===== src/verilog/sfm_regs_pkg.sv =====
// Constants for the switch forwarding mode register bank
package sfm_regs_pkg;
	localparam logic [7:0] ACK_LAT_OFFSET = 8'h70;
	localparam logic [7:0] FWD_MODE_OFFSET = 8'h74;
	localparam int ACK_LAT_LSB = 16;
	localparam int ACK_LAT_W = 14;
	localparam int ACK_LAT_EN_BIT = 30;
	localparam int VGA_EN_BIT = 31;
	localparam logic [13:0] ACK_LAT_RST = 14'h0000;
	localparam logic ACK_LAT_EN_RST = 1'b0;
	localparam logic VGA_EN_RST = 1'b1;
	localparam int SF_BIT = 0;
	localparam int CT_LSB = 1;
	localparam int ARB_BIT = 3;
	localparam int CREDIT_BIT = 4;
	localparam int ORD_PORT_BIT = 5;
	localparam int ORD_TAG_BIT = 6;
	localparam int NP_SF_BIT = 7;
	localparam int PM_LSB = 8;
	localparam int RX_POL_BIT = 14;
	localparam int CMP_PAR_BIT = 15;
	localparam int DRV_35_LSB = 16;
	localparam int DRV_60_LSB = 21;
	localparam int DRV_HALF_LSB = 26;
	localparam logic [1:0] CT_RST = 2'h1;
	localparam logic [5:0] PM_RST = 6'h01;
	localparam logic [4:0] DRV_35_RST = 5'h13;
	localparam logic [4:0] DRV_60_RST = 5'h13;
	localparam logic [4:0] DRV_HALF_RST = 5'h02;
	localparam logic [7:0] BUILTIN_ACK_LAT = 8'hff;
	typedef enum logic [1:0] {
		SFM_PORT_UP,
		SFM_PORT_DOWN
	} sfm_port_t;
endpackage


===== src/verilog/sfm_regs.sv =====
// Switch forwarding mode configuration registers for one port
// What this block does
// - A 14-bit read-write acknowledge latency value sits in bits 29:16 of offset 0x70, reset zero.
// - Bit 30 of offset 0x70 makes the user latency value replace the built-in one, reset zero.
// - Bit 31 of offset 0x70 is a read-only VGA range decode enable that resets to one.
// - Bit 0 of the upstream 0x74 register picks store-and-forward when set, cut-through when clear.
// - The cut-through threshold in bits 2:1 applies only from a slower port to a faster one.
// - Threshold code 0 starts at the midpoint, codes 1 to 3 start that many cycles earlier, reset 1.
// - With bit 3 set the arbiter stays on the granted port while it requests, credit or not.
// - With bit 3 clear the arbiter moves to a requesting port whose packet has enough credit.
// - Bit 4 set releases all credit types per update; clear releases one type per update.
// - Bit 5 set enforces ordering among packets bound for different egress ports.
// - Bit 6 set enforces ordering between completions with different tags.
// - Read-only bit 7 selects store-and-forward for non-posted packets, default zero.
// - Every field default can be replaced before use by the management bus or EEPROM autoload.
// - Downstream 0x74 holds only the power management parameter 13:8 and read-only bit 14.
`timescale 1ns/100ps
module sfm_regs #(
	parameter bit UPSTREAM = 1'b1
) (
	input wire logic i_ref_clk,
	input wire logic i_srst,
	input wire logic i_cfg_wr,
	input wire logic i_cfg_rd,
	input wire logic [7:0] i_cfg_addr,
	input wire logic [31:0] i_cfg_wdata,
	input wire logic [3:0] i_cfg_be,
	output logic [31:0] o_cfg_rdata,
	output logic o_cfg_hit,
	input wire logic i_preload_wr,
	input wire logic [7:0] i_preload_addr,
	input wire logic [31:0] i_preload_data,
	input wire logic i_slow_to_fast,
	input wire logic [7:0] i_half_len,
	output logic [7:0] o_fwd_start,
	output logic [7:0] o_ack_latency,
	output logic o_vga_decode_en,
	output logic o_store_forward,
	output logic o_np_store_forward,
	output logic o_credit_all_types,
	output logic o_order_cross_port,
	output logic o_order_cpl_tag,
	output logic [5:0] o_pm_ctrl,
	output logic o_rx_pol_inv_dis,
	input wire logic [2:0] i_arb_req,
	input wire logic [2:0] i_arb_credit_ok,
	output logic [2:0] o_arb_grant
);
	typedef struct packed {
		logic [13:0] ack_lat;
		logic ack_lat_en;
		logic vga_en;
		logic sf;
		logic [1:0] ct;
		logic arb_stay;
		logic credit_all;
		logic ord_port;
		logic ord_tag;
		logic np_sf;
		logic [5:0] pm;
		logic rx_pol;
		logic cmp_par;
		logic [4:0] drv35;
		logic [4:0] drv60;
		logic [4:0] drvhalf;
		logic [31:0] rdata;
		logic hit;
		logic [7:0] start;
		logic [1:0] grant;
		logic granted;
	} sfm_state_t;

	sfm_state_t st_reg;
	sfm_state_t st_next;
	logic [31:0] cur74;
	logic [31:0] cur70;
	logic [31:0] mask;
	logic [31:0] v;
	logic [1:0] idx;
	logic found;
	logic [1:0] p;

	always_comb begin
		p = 2'h0;
		cur70 = '0;
		cur70[sfm_regs_pkg::ACK_LAT_LSB +: sfm_regs_pkg::ACK_LAT_W] = st_reg.ack_lat;
		cur70[sfm_regs_pkg::ACK_LAT_EN_BIT] = st_reg.ack_lat_en;
		cur70[sfm_regs_pkg::VGA_EN_BIT] = st_reg.vga_en;
		cur74 = '0;
		cur74[sfm_regs_pkg::PM_LSB +: 6] = st_reg.pm;
		cur74[sfm_regs_pkg::RX_POL_BIT] = st_reg.rx_pol;
		if (UPSTREAM) begin
			cur74[sfm_regs_pkg::SF_BIT] = st_reg.sf;
			cur74[sfm_regs_pkg::CT_LSB +: 2] = st_reg.ct;
			cur74[sfm_regs_pkg::ARB_BIT] = st_reg.arb_stay;
			cur74[sfm_regs_pkg::CREDIT_BIT] = st_reg.credit_all;
			cur74[sfm_regs_pkg::ORD_PORT_BIT] = st_reg.ord_port;
			cur74[sfm_regs_pkg::ORD_TAG_BIT] = st_reg.ord_tag;
			cur74[sfm_regs_pkg::NP_SF_BIT] = st_reg.np_sf;
			cur74[sfm_regs_pkg::CMP_PAR_BIT] = st_reg.cmp_par;
			cur74[sfm_regs_pkg::DRV_35_LSB +: 5] = st_reg.drv35;
			cur74[sfm_regs_pkg::DRV_60_LSB +: 5] = st_reg.drv60;
			cur74[sfm_regs_pkg::DRV_HALF_LSB +: 5] = st_reg.drvhalf;
		end
		mask = {{8{i_cfg_be[3]}}, {8{i_cfg_be[2]}}, {8{i_cfg_be[1]}}, {8{i_cfg_be[0]}}};
		st_next = st_reg;
		st_next.hit = 1'b0;
		// Preload path may rewrite read-only fields too
		if (i_preload_wr) begin
			v = i_preload_data;
			if (i_preload_addr == sfm_regs_pkg::ACK_LAT_OFFSET) begin
				st_next.ack_lat = v[sfm_regs_pkg::ACK_LAT_LSB +: sfm_regs_pkg::ACK_LAT_W];
				st_next.ack_lat_en = v[sfm_regs_pkg::ACK_LAT_EN_BIT];
				st_next.vga_en = v[sfm_regs_pkg::VGA_EN_BIT];
			end else if (i_preload_addr == sfm_regs_pkg::FWD_MODE_OFFSET) begin
				st_next.pm = v[sfm_regs_pkg::PM_LSB +: 6];
				st_next.rx_pol = v[sfm_regs_pkg::RX_POL_BIT];
				if (UPSTREAM) begin
					st_next.sf = v[sfm_regs_pkg::SF_BIT];
					st_next.ct = v[sfm_regs_pkg::CT_LSB +: 2];
					st_next.arb_stay = v[sfm_regs_pkg::ARB_BIT];
					st_next.credit_all = v[sfm_regs_pkg::CREDIT_BIT];
					st_next.ord_port = v[sfm_regs_pkg::ORD_PORT_BIT];
					st_next.ord_tag = v[sfm_regs_pkg::ORD_TAG_BIT];
					st_next.np_sf = v[sfm_regs_pkg::NP_SF_BIT];
					st_next.cmp_par = v[sfm_regs_pkg::CMP_PAR_BIT];
					st_next.drv35 = v[sfm_regs_pkg::DRV_35_LSB +: 5];
					st_next.drv60 = v[sfm_regs_pkg::DRV_60_LSB +: 5];
					st_next.drvhalf = v[sfm_regs_pkg::DRV_HALF_LSB +: 5];
				end
			end
		end else if (i_cfg_wr) begin
			if (i_cfg_addr == sfm_regs_pkg::ACK_LAT_OFFSET) begin
				v = (cur70 & ~mask) | (i_cfg_wdata & mask);
				st_next.ack_lat = v[sfm_regs_pkg::ACK_LAT_LSB +: sfm_regs_pkg::ACK_LAT_W];
				st_next.ack_lat_en = v[sfm_regs_pkg::ACK_LAT_EN_BIT];
			end else if (i_cfg_addr == sfm_regs_pkg::FWD_MODE_OFFSET) begin
				v = (cur74 & ~mask) | (i_cfg_wdata & mask);
				st_next.pm = v[sfm_regs_pkg::PM_LSB +: 6];
				if (UPSTREAM) begin
					st_next.sf = v[sfm_regs_pkg::SF_BIT];
					st_next.ct = v[sfm_regs_pkg::CT_LSB +: 2];
					st_next.arb_stay = v[sfm_regs_pkg::ARB_BIT];
					st_next.credit_all = v[sfm_regs_pkg::CREDIT_BIT];
					st_next.ord_port = v[sfm_regs_pkg::ORD_PORT_BIT];
					st_next.ord_tag = v[sfm_regs_pkg::ORD_TAG_BIT];
				end
			end else begin
				v = '0;
			end
		end else begin
			v = '0;
		end
		// Read data registered, one cycle after the strobe
		if (i_cfg_rd) begin
			st_next.hit = (i_cfg_addr == sfm_regs_pkg::ACK_LAT_OFFSET) ||
				(i_cfg_addr == sfm_regs_pkg::FWD_MODE_OFFSET);
			if (i_cfg_addr == sfm_regs_pkg::ACK_LAT_OFFSET) begin
				st_next.rdata = cur70;
			end else if (i_cfg_addr == sfm_regs_pkg::FWD_MODE_OFFSET) begin
				st_next.rdata = cur74;
			end else begin
				st_next.rdata = '0;
			end
		end
		// Threshold only matters for slow to fast forwarding
		if (!UPSTREAM || st_reg.sf) begin
			st_next.start = '0;
		end else if (i_slow_to_fast) begin
			st_next.start = (i_half_len > {6'h00, st_reg.ct}) ?
				i_half_len - {6'h00, st_reg.ct} : 8'h00;
		end else begin
			st_next.start = 8'h00;
		end
		// Round-robin egress arbiter over three ports
		found = 1'b0;
		idx = st_reg.grant;
		if (st_reg.granted && st_reg.arb_stay && i_arb_req[st_reg.grant]) begin
			found = 1'b1;
		end else begin
			for (int k = 1; k <= 3; k++) begin
				p = 2'((32'(st_reg.grant) + 32'(k)) % 3);
				if (!found && i_arb_req[p] && i_arb_credit_ok[p]) begin
					found = 1'b1;
					idx = p;
				end
			end
		end
		st_next.granted = found;
		st_next.grant = idx;
	end

	always_ff @(posedge i_ref_clk) begin
		if (i_srst) begin
			st_reg <= '0;
			st_reg.ack_lat <= sfm_regs_pkg::ACK_LAT_RST;
			st_reg.ack_lat_en <= sfm_regs_pkg::ACK_LAT_EN_RST;
			st_reg.vga_en <= sfm_regs_pkg::VGA_EN_RST;
			st_reg.ct <= sfm_regs_pkg::CT_RST;
			st_reg.pm <= sfm_regs_pkg::PM_RST;
			st_reg.drv35 <= sfm_regs_pkg::DRV_35_RST;
			st_reg.drv60 <= sfm_regs_pkg::DRV_60_RST;
			st_reg.drvhalf <= sfm_regs_pkg::DRV_HALF_RST;
		end else begin
			st_reg <= st_next;
		end
	end

	assign o_cfg_rdata = st_reg.rdata;
	assign o_cfg_hit = st_reg.hit;
	assign o_fwd_start = st_reg.start;
	// Low bits of the user value feed the latency counter
	assign o_ack_latency = st_reg.ack_lat_en ? st_reg.ack_lat[7:0] :
		sfm_regs_pkg::BUILTIN_ACK_LAT;
	assign o_vga_decode_en = st_reg.vga_en;
	assign o_store_forward = UPSTREAM && st_reg.sf;
	assign o_np_store_forward = UPSTREAM && st_reg.np_sf;
	assign o_credit_all_types = UPSTREAM && st_reg.credit_all;
	assign o_order_cross_port = UPSTREAM && st_reg.ord_port;
	assign o_order_cpl_tag = UPSTREAM && st_reg.ord_tag;
	assign o_pm_ctrl = st_reg.pm;
	assign o_rx_pol_inv_dis = st_reg.rx_pol;
	assign o_arb_grant = st_reg.granted ? (3'b001 << st_reg.grant) : 3'b000;
endmodule // sfm_regs


===== config.mk =====
export PLATFORM = sky130hd
export DESIGN_NAME = sfm_regs
export DESIGN_NICKNAME = d
export VERILOG_FILES = /design/src/verilog/sfm_regs_pkg.sv /design/src/verilog/sfm_regs.sv
export SDC_FILE = /design/constraint.sdc
export NUM_CORES = 1
export LEC_CHECK = 0
export BUFFER_PORTS_ARGS = -buffer_cell sky130_fd_sc_hd__buf_2
export CELL_PAD_IN_SITES_DETAIL_PLACEMENT = 0
export CELL_PAD_IN_SITES_GLOBAL_PLACEMENT = 1
export CORE_MARGIN = 3
export CORE_UTILIZATION = 36
export CTS_CLUSTER_DIAMETER = 60
export CTS_CLUSTER_SIZE = 24
export DETAILED_ROUTE_END_ITERATION = 6
export GPL_TIMING_DRIVEN = 0
export PLACE_DENSITY_LB_ADDON = 0.1
export SLEW_MARGIN = 20
export SYNTH_ARGS = -nofsm -noshare
export SYNTH_HDL_FRONTEND = slang
export SYNTH_SLANG_ARGS = --single-unit

===== constraint.sdc =====
create_clock -name i_ref_clk -period 2.1 [get_ports i_ref_clk]
set_input_delay 0.21 -clock i_ref_clk [delete_from_list [all_inputs] [get_ports i_ref_clk]]
set_output_delay 0.21 -clock i_ref_clk [all_outputs]
set_load 0.02 [all_outputs]

# [Word-level counts from Yosys, hierarchy flattened]
# Cells that the tools add are included.
# Widths: inputs -> output; s select.
[classes] n_div=3 n_eq_ne=8 bitwise_logic=11 n_reduce_logical=21 n_lt_le_gt_ge=5 mux=41 n_addsub=4 n_shift=1
[ops] operator="$mod 32x2->32 const B" n=3
[ops] operator="$mux 31" n=3
[ops] operator="$and 31x31->31" n=2
[ops] operator="$mux 15" n=3
[ops] operator="$eq 8x7->1 const B" n=4
[ops] operator="$mux 32" n=1
[ops] operator="$not 31->31" n=1
[ops] operator="$or 31x31->31" n=1
[ops] operator="$mux 7" n=4
[ops] operator="$mux 6" n=4
[ops] operator="$mux 16" n=1
[ops] operator="$and 14x14->14" n=1
[ops] operator="$bmux 1 s2" n=7
[ops] operator="$or 14x14->14" n=1
[ops] operator="$mux 1" n=13
[ops] operator="$lt 2x3->1 const B" n=4
[ops] operator="$gt 8x2->1" n=1
[ops] operator="$mux 8" n=1
[ops] operator="$sub 8x2->8" n=1
[ops] operator="$logic_and 1x1->1" n=7
[ops] operator="$add 2x2->3 const B" n=2
[ops] operator="$mux 2" n=3
[ops] operator="$reduce_and 3->1" n=2
[ops] operator="$reduce_bool 2->1" n=3
[ops] operator="13 further kinds" n=21
[word_totals] wordCells=115 in_bits=104 register_bits=91

# [Logic depth before layout (Yosys ltp)]
[depth] ltp_word=17 depth_mapped=8

# [Worst setup path after synthesis]
# No wires, ideal clock.
[synth_path] path_type="register to register" start="reg st_reg[1] (netlist bit)" end="reg st_reg[1] (netlist bit)" arrival_ps=1755 path_stages_with_launch=8 setup_slack_ps=249 synth_period_minus_slack_ps=1851 required_ps=2005 path_buffers=0 setup_ps=95 cell_sequence="dfxtp_1 > inv_1 > ha_1 > nand3b_1 > a21o_1 > a221oi_1 > o32ai_1 > a221oi_1"
[synth_via] elab_chain_len=17 word_cells_on_any_way=38
[synth_lines] element="start: declaration" line_no="sfm_regs.sv:73" rtl="sfm_state_t st_reg;"
[synth_lines] element="start signal: assignment" line_no="sfm_regs.sv:205" rtl="st_reg <= st_next;"
[synth_lines] element="$add 2x1->3" line_no="sfm_regs.sv:182" rtl="p = 2'((32'(st_reg.grant) + 32'(k)) % 3);"
[synth_lines] element="$mod 32x2->32" line_no="sfm_regs.sv:182"
[synth_lines] element="$bmux 1 s2" line_no="sfm_regs.sv:183" rtl="if (!found && i_arb_req[p] && i_arb_credit_ok[p]) begin"
[synth_lines] element="$mux 1 (not written as such)" line_no="sfm_regs.sv:183"
[synth_lines] element="$logic_and 1x1->1" line_no="sfm_regs.sv:183"
[synth_lines] element="$mux 1" line_no="sfm_regs.sv:183"
[synth_lines] element="$mux 1" line_no="sfm_regs.sv:178" rtl="if (st_reg.granted && st_reg.arb_stay && i_arb_req[st_reg.grant]) begin"
[synth_lines] element="$logic_not 1->1" line_no="sfm_regs.sv:183"
[synth_lines] element="$logic_and 1x1->1 (2 in a row)" line_no="sfm_regs.sv:183"
[synth_lines] element="$mux 1" line_no="sfm_regs.sv:183"
[synth_lines] element="$mux 1" line_no="sfm_regs.sv:178"
[synth_lines] element="$logic_not 1->1" line_no="sfm_regs.sv:183"
[synth_lines] element="$logic_and 1x1->1 (2 in a row)" line_no="sfm_regs.sv:183"
[synth_lines] element="$reduce_bool 3->1 (no source line)"
[synth_lines] element="$reduce_and 2->1 (no source line)"
# Several ways; a longest one is shown, not always the timed one. The select of a mux whose other input is x is not followed.
# A chain may end at the register's enable or synchronous reset.

# [Worst setup path after layout]
# Ends and elaborated chain as after synthesis.

==> impl_metrics.csv <==
group,metric,value,unit
sta,hold_viol,0,
cts,clock_latency,0.34,ns
min_path,worstHoldEndpoint,"cur74[25]",
synthesis,synthArstFlopShare,0,%
sta,fin_worst_skew,0.00507,ns
setup_path,rrSetupSlack,0.11,ns
layout,finalInstanceArea,6090,um^2
global_route,grt_pass1_wl,22.5,mm
floorplanning,fp.dieW,120,um
floorplanning,start_util,37.0,%
global_route,grt_pass1_vias,4388,
routing,drt_iter0_markers,269,
setup_path,crit_top_cell,"a221oi_1",
cts,postCtsHoldBufs,0,
placed_design,dp_cells,915,
setup_path,required,2.35,ns
global_route,grtUsageTotal,19.6,%
layout,diodes,0,
routing,wire_per_inst,15.3,um
synthesis,synth.area.top_cells,"dfxtp_1 39%, buf_4 8.0%, a21oi_1 6.8%",
cts,clockBufferDepth,2,
global_route,antenna_found_initial,2,
synthesis,ys_types,51,
placed_design,io_buffers,162,
floorplanning,io_pins,169,
synthesis,synth_warnings,0,
synthesis,synth_enable_flop_cells,0,
routing,drt-vias-per-instance,4.83,
cts,path_clk_slew,0.06,ns
global_route,grt_overflow_total,0,
setup_path,critical_path_arrival,2.24,ns
synthesis,dominantRegCellSynth,"dfxtp_1",
routing,drcViolationCount,0,
synthesis,ys_ff_latch,91,
routing,routed-via-count,4499,
setup_path,r2r_end,"st_reg[1]",
pwr,power.total,4.36,mW
floorplanning,coreArea,12700,um^2
run,drv_cap,0,
cts,numCtsBuffers,9,
layout,layout.cells.non_filler,931,
synthesis,ys_seq_area_share,38.7,%
pwr,vdd_drop_max,0.000319,V
min_path,hp-start,"i_preload_data[25]",
layout,area_delta_synth_final,29.4,%
layout,multiInputGateArea,2330,um^2
floorplanning,die_h,120,um
setup_path,critPathTopFamily,"compound AO/OA/AOI/OAI gates",
synthesis,synthAdderAreaFrac,2.02,%
synthesis,synth_top_family_by_area,"simple AND/OR/NAND/NOR gates",
synthesis,syn_nets,692,
sta,setup_viol,0,
synthesis,yosysTopAreaCell,"dfxtp_1",
setup_path,cp_max_fo,8,
sta,layout_min_cycle_time,1.99,ns
cts,cts_root_buf,"clkbuf_16",
synthesis,synth_xor_area_share,0.930,%
layout,seq_area,1820,um^2
cts,cts_setup_buffers,0,
pwr,leakage,2.79,nW
synthesis,synthCells,581,
sta,worst_pin_slew,0.680,ns
placed_design,post-dp-hpwl,10.9,mm
cts,h-tree-depth,3,
setup_path,worst_setup_path_start_kind,"flip-flop",
layout,drive_gt1_share,34.7,%
status,status,"completed",
cts,cts_sinks,91,
routing,ant_nets,0,
sta,rsz0062_at_grt,"no",
layout,nets,865,
sta,max_freq,0.503,GHz
setup_path,critPathKind,"flip-flop to flip-flop",
placed_design,place_congestion,0.824,
setup_path,cp_cell_sequence,"inv_1 > ha_4 > nand3b_1 > a21o_1 > a221oi_1 > o32ai_2 > a221oi_1",
synthesis,netlist.area_leader.share,38.7,%
synthesis,muxShareOfSynthArea,4.01,%
setup_path,path_buf_inv,1,
floorplanning,row_count,41,
setup_path,reg2reg_from,"st_reg[1]",
sta,slew_violations,0,
sta,slew_headroom,54.7,%
setup_path,crit_path_max_incr_delay,0.39,ns
pwr,powerDensity,716,nW/um^2
setup_path,crit_slowest_cell,"dfxtp_1",
cts,cts_tree,"yes",
sta,min_period_over_period,94.7,%
min_path,min_path_type,"input pin to flip-flop",
setup_path,endpoint_kind,"flip-flop",
routing,routed_wirelength,14.3,mm
synthesis,syn_area_per_cell,8.10,um^2
setup_path,ff2ff_path_depth,7,
synthesis,synthSimpleGateAreaFrac,24.8,%
placed_design,place_area,5730,um^2
sta,fin_setup_tns,0,ns
min_path,whs_path_depth,3,
routing,first_pass_iters,5,
layout,fillCellCount,1360,
floorplanning,dieArea,14500,um^2
synthesis,synth_compound_area_share,17.1,%
global_route,grt_max_degree,16,
synthesis,syn_area,4710,um^2
[final cells by class]
class | instances | share of cell area, %
Buffer | 78 | 8.26
Timing Repair Buffer | 162 | 13.3
Multi-Input combinational cell | 390 | 38.2
Tap cell | 172 | 3.53
Clock buffer | 10 | 3.92
Inverter | 22 | 1.36
Sequential cell | 91 | 29.9
Clock inverter | 6 | 1.46
[cell usage after synthesis, drive strengths merged (2+ instances only)]
| library cell | count |
|---|---|
| and2 | 8 |
| xor2 | 2 |
| xnor2 | 3 |
| o21bai | 3 |
| ha | 6 |
| nand4 | 2 |
| nand3 | 6 |
| buf | 61 |
| and4b | 2 |
| nor2 | 73 |
| mux2 | 15 |
| nor4 | 2 |
| nor4b | 2 |
| nor3 | 17 |
| nand2b | 10 |
| a221oi | 3 |
| a211oi | 24 |
| a21o | 3 |
| nor2b | 35 |
| o21ai | 15 |
| clkbuf | 17 |
| and3b | 2 |
| mux2i | 2 |
| a21oi | 67 |
| and3 | 4 |
| nand2 | 55 |
| nand3b | 13 |
| dfxtp | 91 |
| inv | 22 |
[logic make-up after synthesis]
group / Yosys count
AOI/OAI and AO/OA: 129
xor gates and xnor gates: 5
adders and majority gates: 7
buffers and inverters: 100
DFF: 91
muxes: 17
and+or+nand+nor: 232
[worst reg2reg max path, cell delays in order (launching register included)]
cell and delay, ns:
dfxtp_1 0.39, inv_1 0.14, ha_4 0.30, nand3b_1 0.18, a21o_1 0.20, a221oi_1 0.29
o32ai_2 0.13, a221oi_1 0.28
[repair_timing]
action	in CTS	in global routing
setup endpoints to repair	1	2
gates cloned	0	0
gates resized for setup	1	5
[per-layer routing]
metal	up-vias	wire, um	track usage [%]
met4	4	183	5.24
met2	146	6680	32.6
met5	-	24	0
met3	16	981	4.16
met1	2066	6400	26.0
li1	2267	-	-
[where the power goes]
| part | leakage, nW | switching (mW) | total (mW) | internal, mW |
|---|---|---|---|---|
| Combinational | 1.90 | 0.433 | 0.792 | 0.359 |
| Clock | 0.155 | 0.700 | 1.77 | 1.08 |
| Sequential | 0.736 | 0.0308 | 1.79 | 1.76 |
[worst max path at each step]
stage / end / startpoint / cells after the start
detailed placement: st_reg[1] / st_reg[1] / 7
floorplan: st_reg[1] / st_reg[1] / 7
CTS: st_reg[1] / st_reg[1] / 7
global route: st_reg[1] / st_reg[1] / 7
finish: st_reg[1] / st_reg[1] / 7
global placement: st_reg[1] / st_reg[1] / 7
[placed cells by master, fill, tap and decap left out, types with 2 or more instances in the layout]
cell / count
nor2b_1: 35
nand2_1: 55
a21oi_1: 64
and2_1: 8
buf_4: 50
nor4b_4: 2
a21oi_2: 2
nor3_1: 17
dfxtp_1: 90
bufinv_16: 2
buf_6: 2
nand2b_1: 10
o21ai_0: 14
o21bai_1: 3
nor4_1: 2
a211oi_1: 23
and3_1: 4
and3b_1: 2
ha_1: 4
a21o_1: 3
mux2i_1: 2
clkbuf_16: 9
nand3_1: 6
inv_1: 22
clkinvlp_4: 2
mux2_2: 15
xnor2_1: 3
nand3b_1: 13
nand4_1: 2
and4b_1: 2
buf_1: 3
buf_2: 168
xor2_1: 2
a221oi_1: 3
clkbuf_1: 17
nor2_1: 73
[through the flow]
step	setup slack [ns]	hold slack (ns)	utilization, %
after floorplan	0.249	0.328	-
after global placement	0.0110	0.434	45.1
after detailed placement	-0.0200	0.445	45.1
after CTS	0.00594	0.0921	47.7
after global routing	0.0149	0.106	47.9
final	0.112	0.0978	47.9
Power figures use the tool's default switching activity.
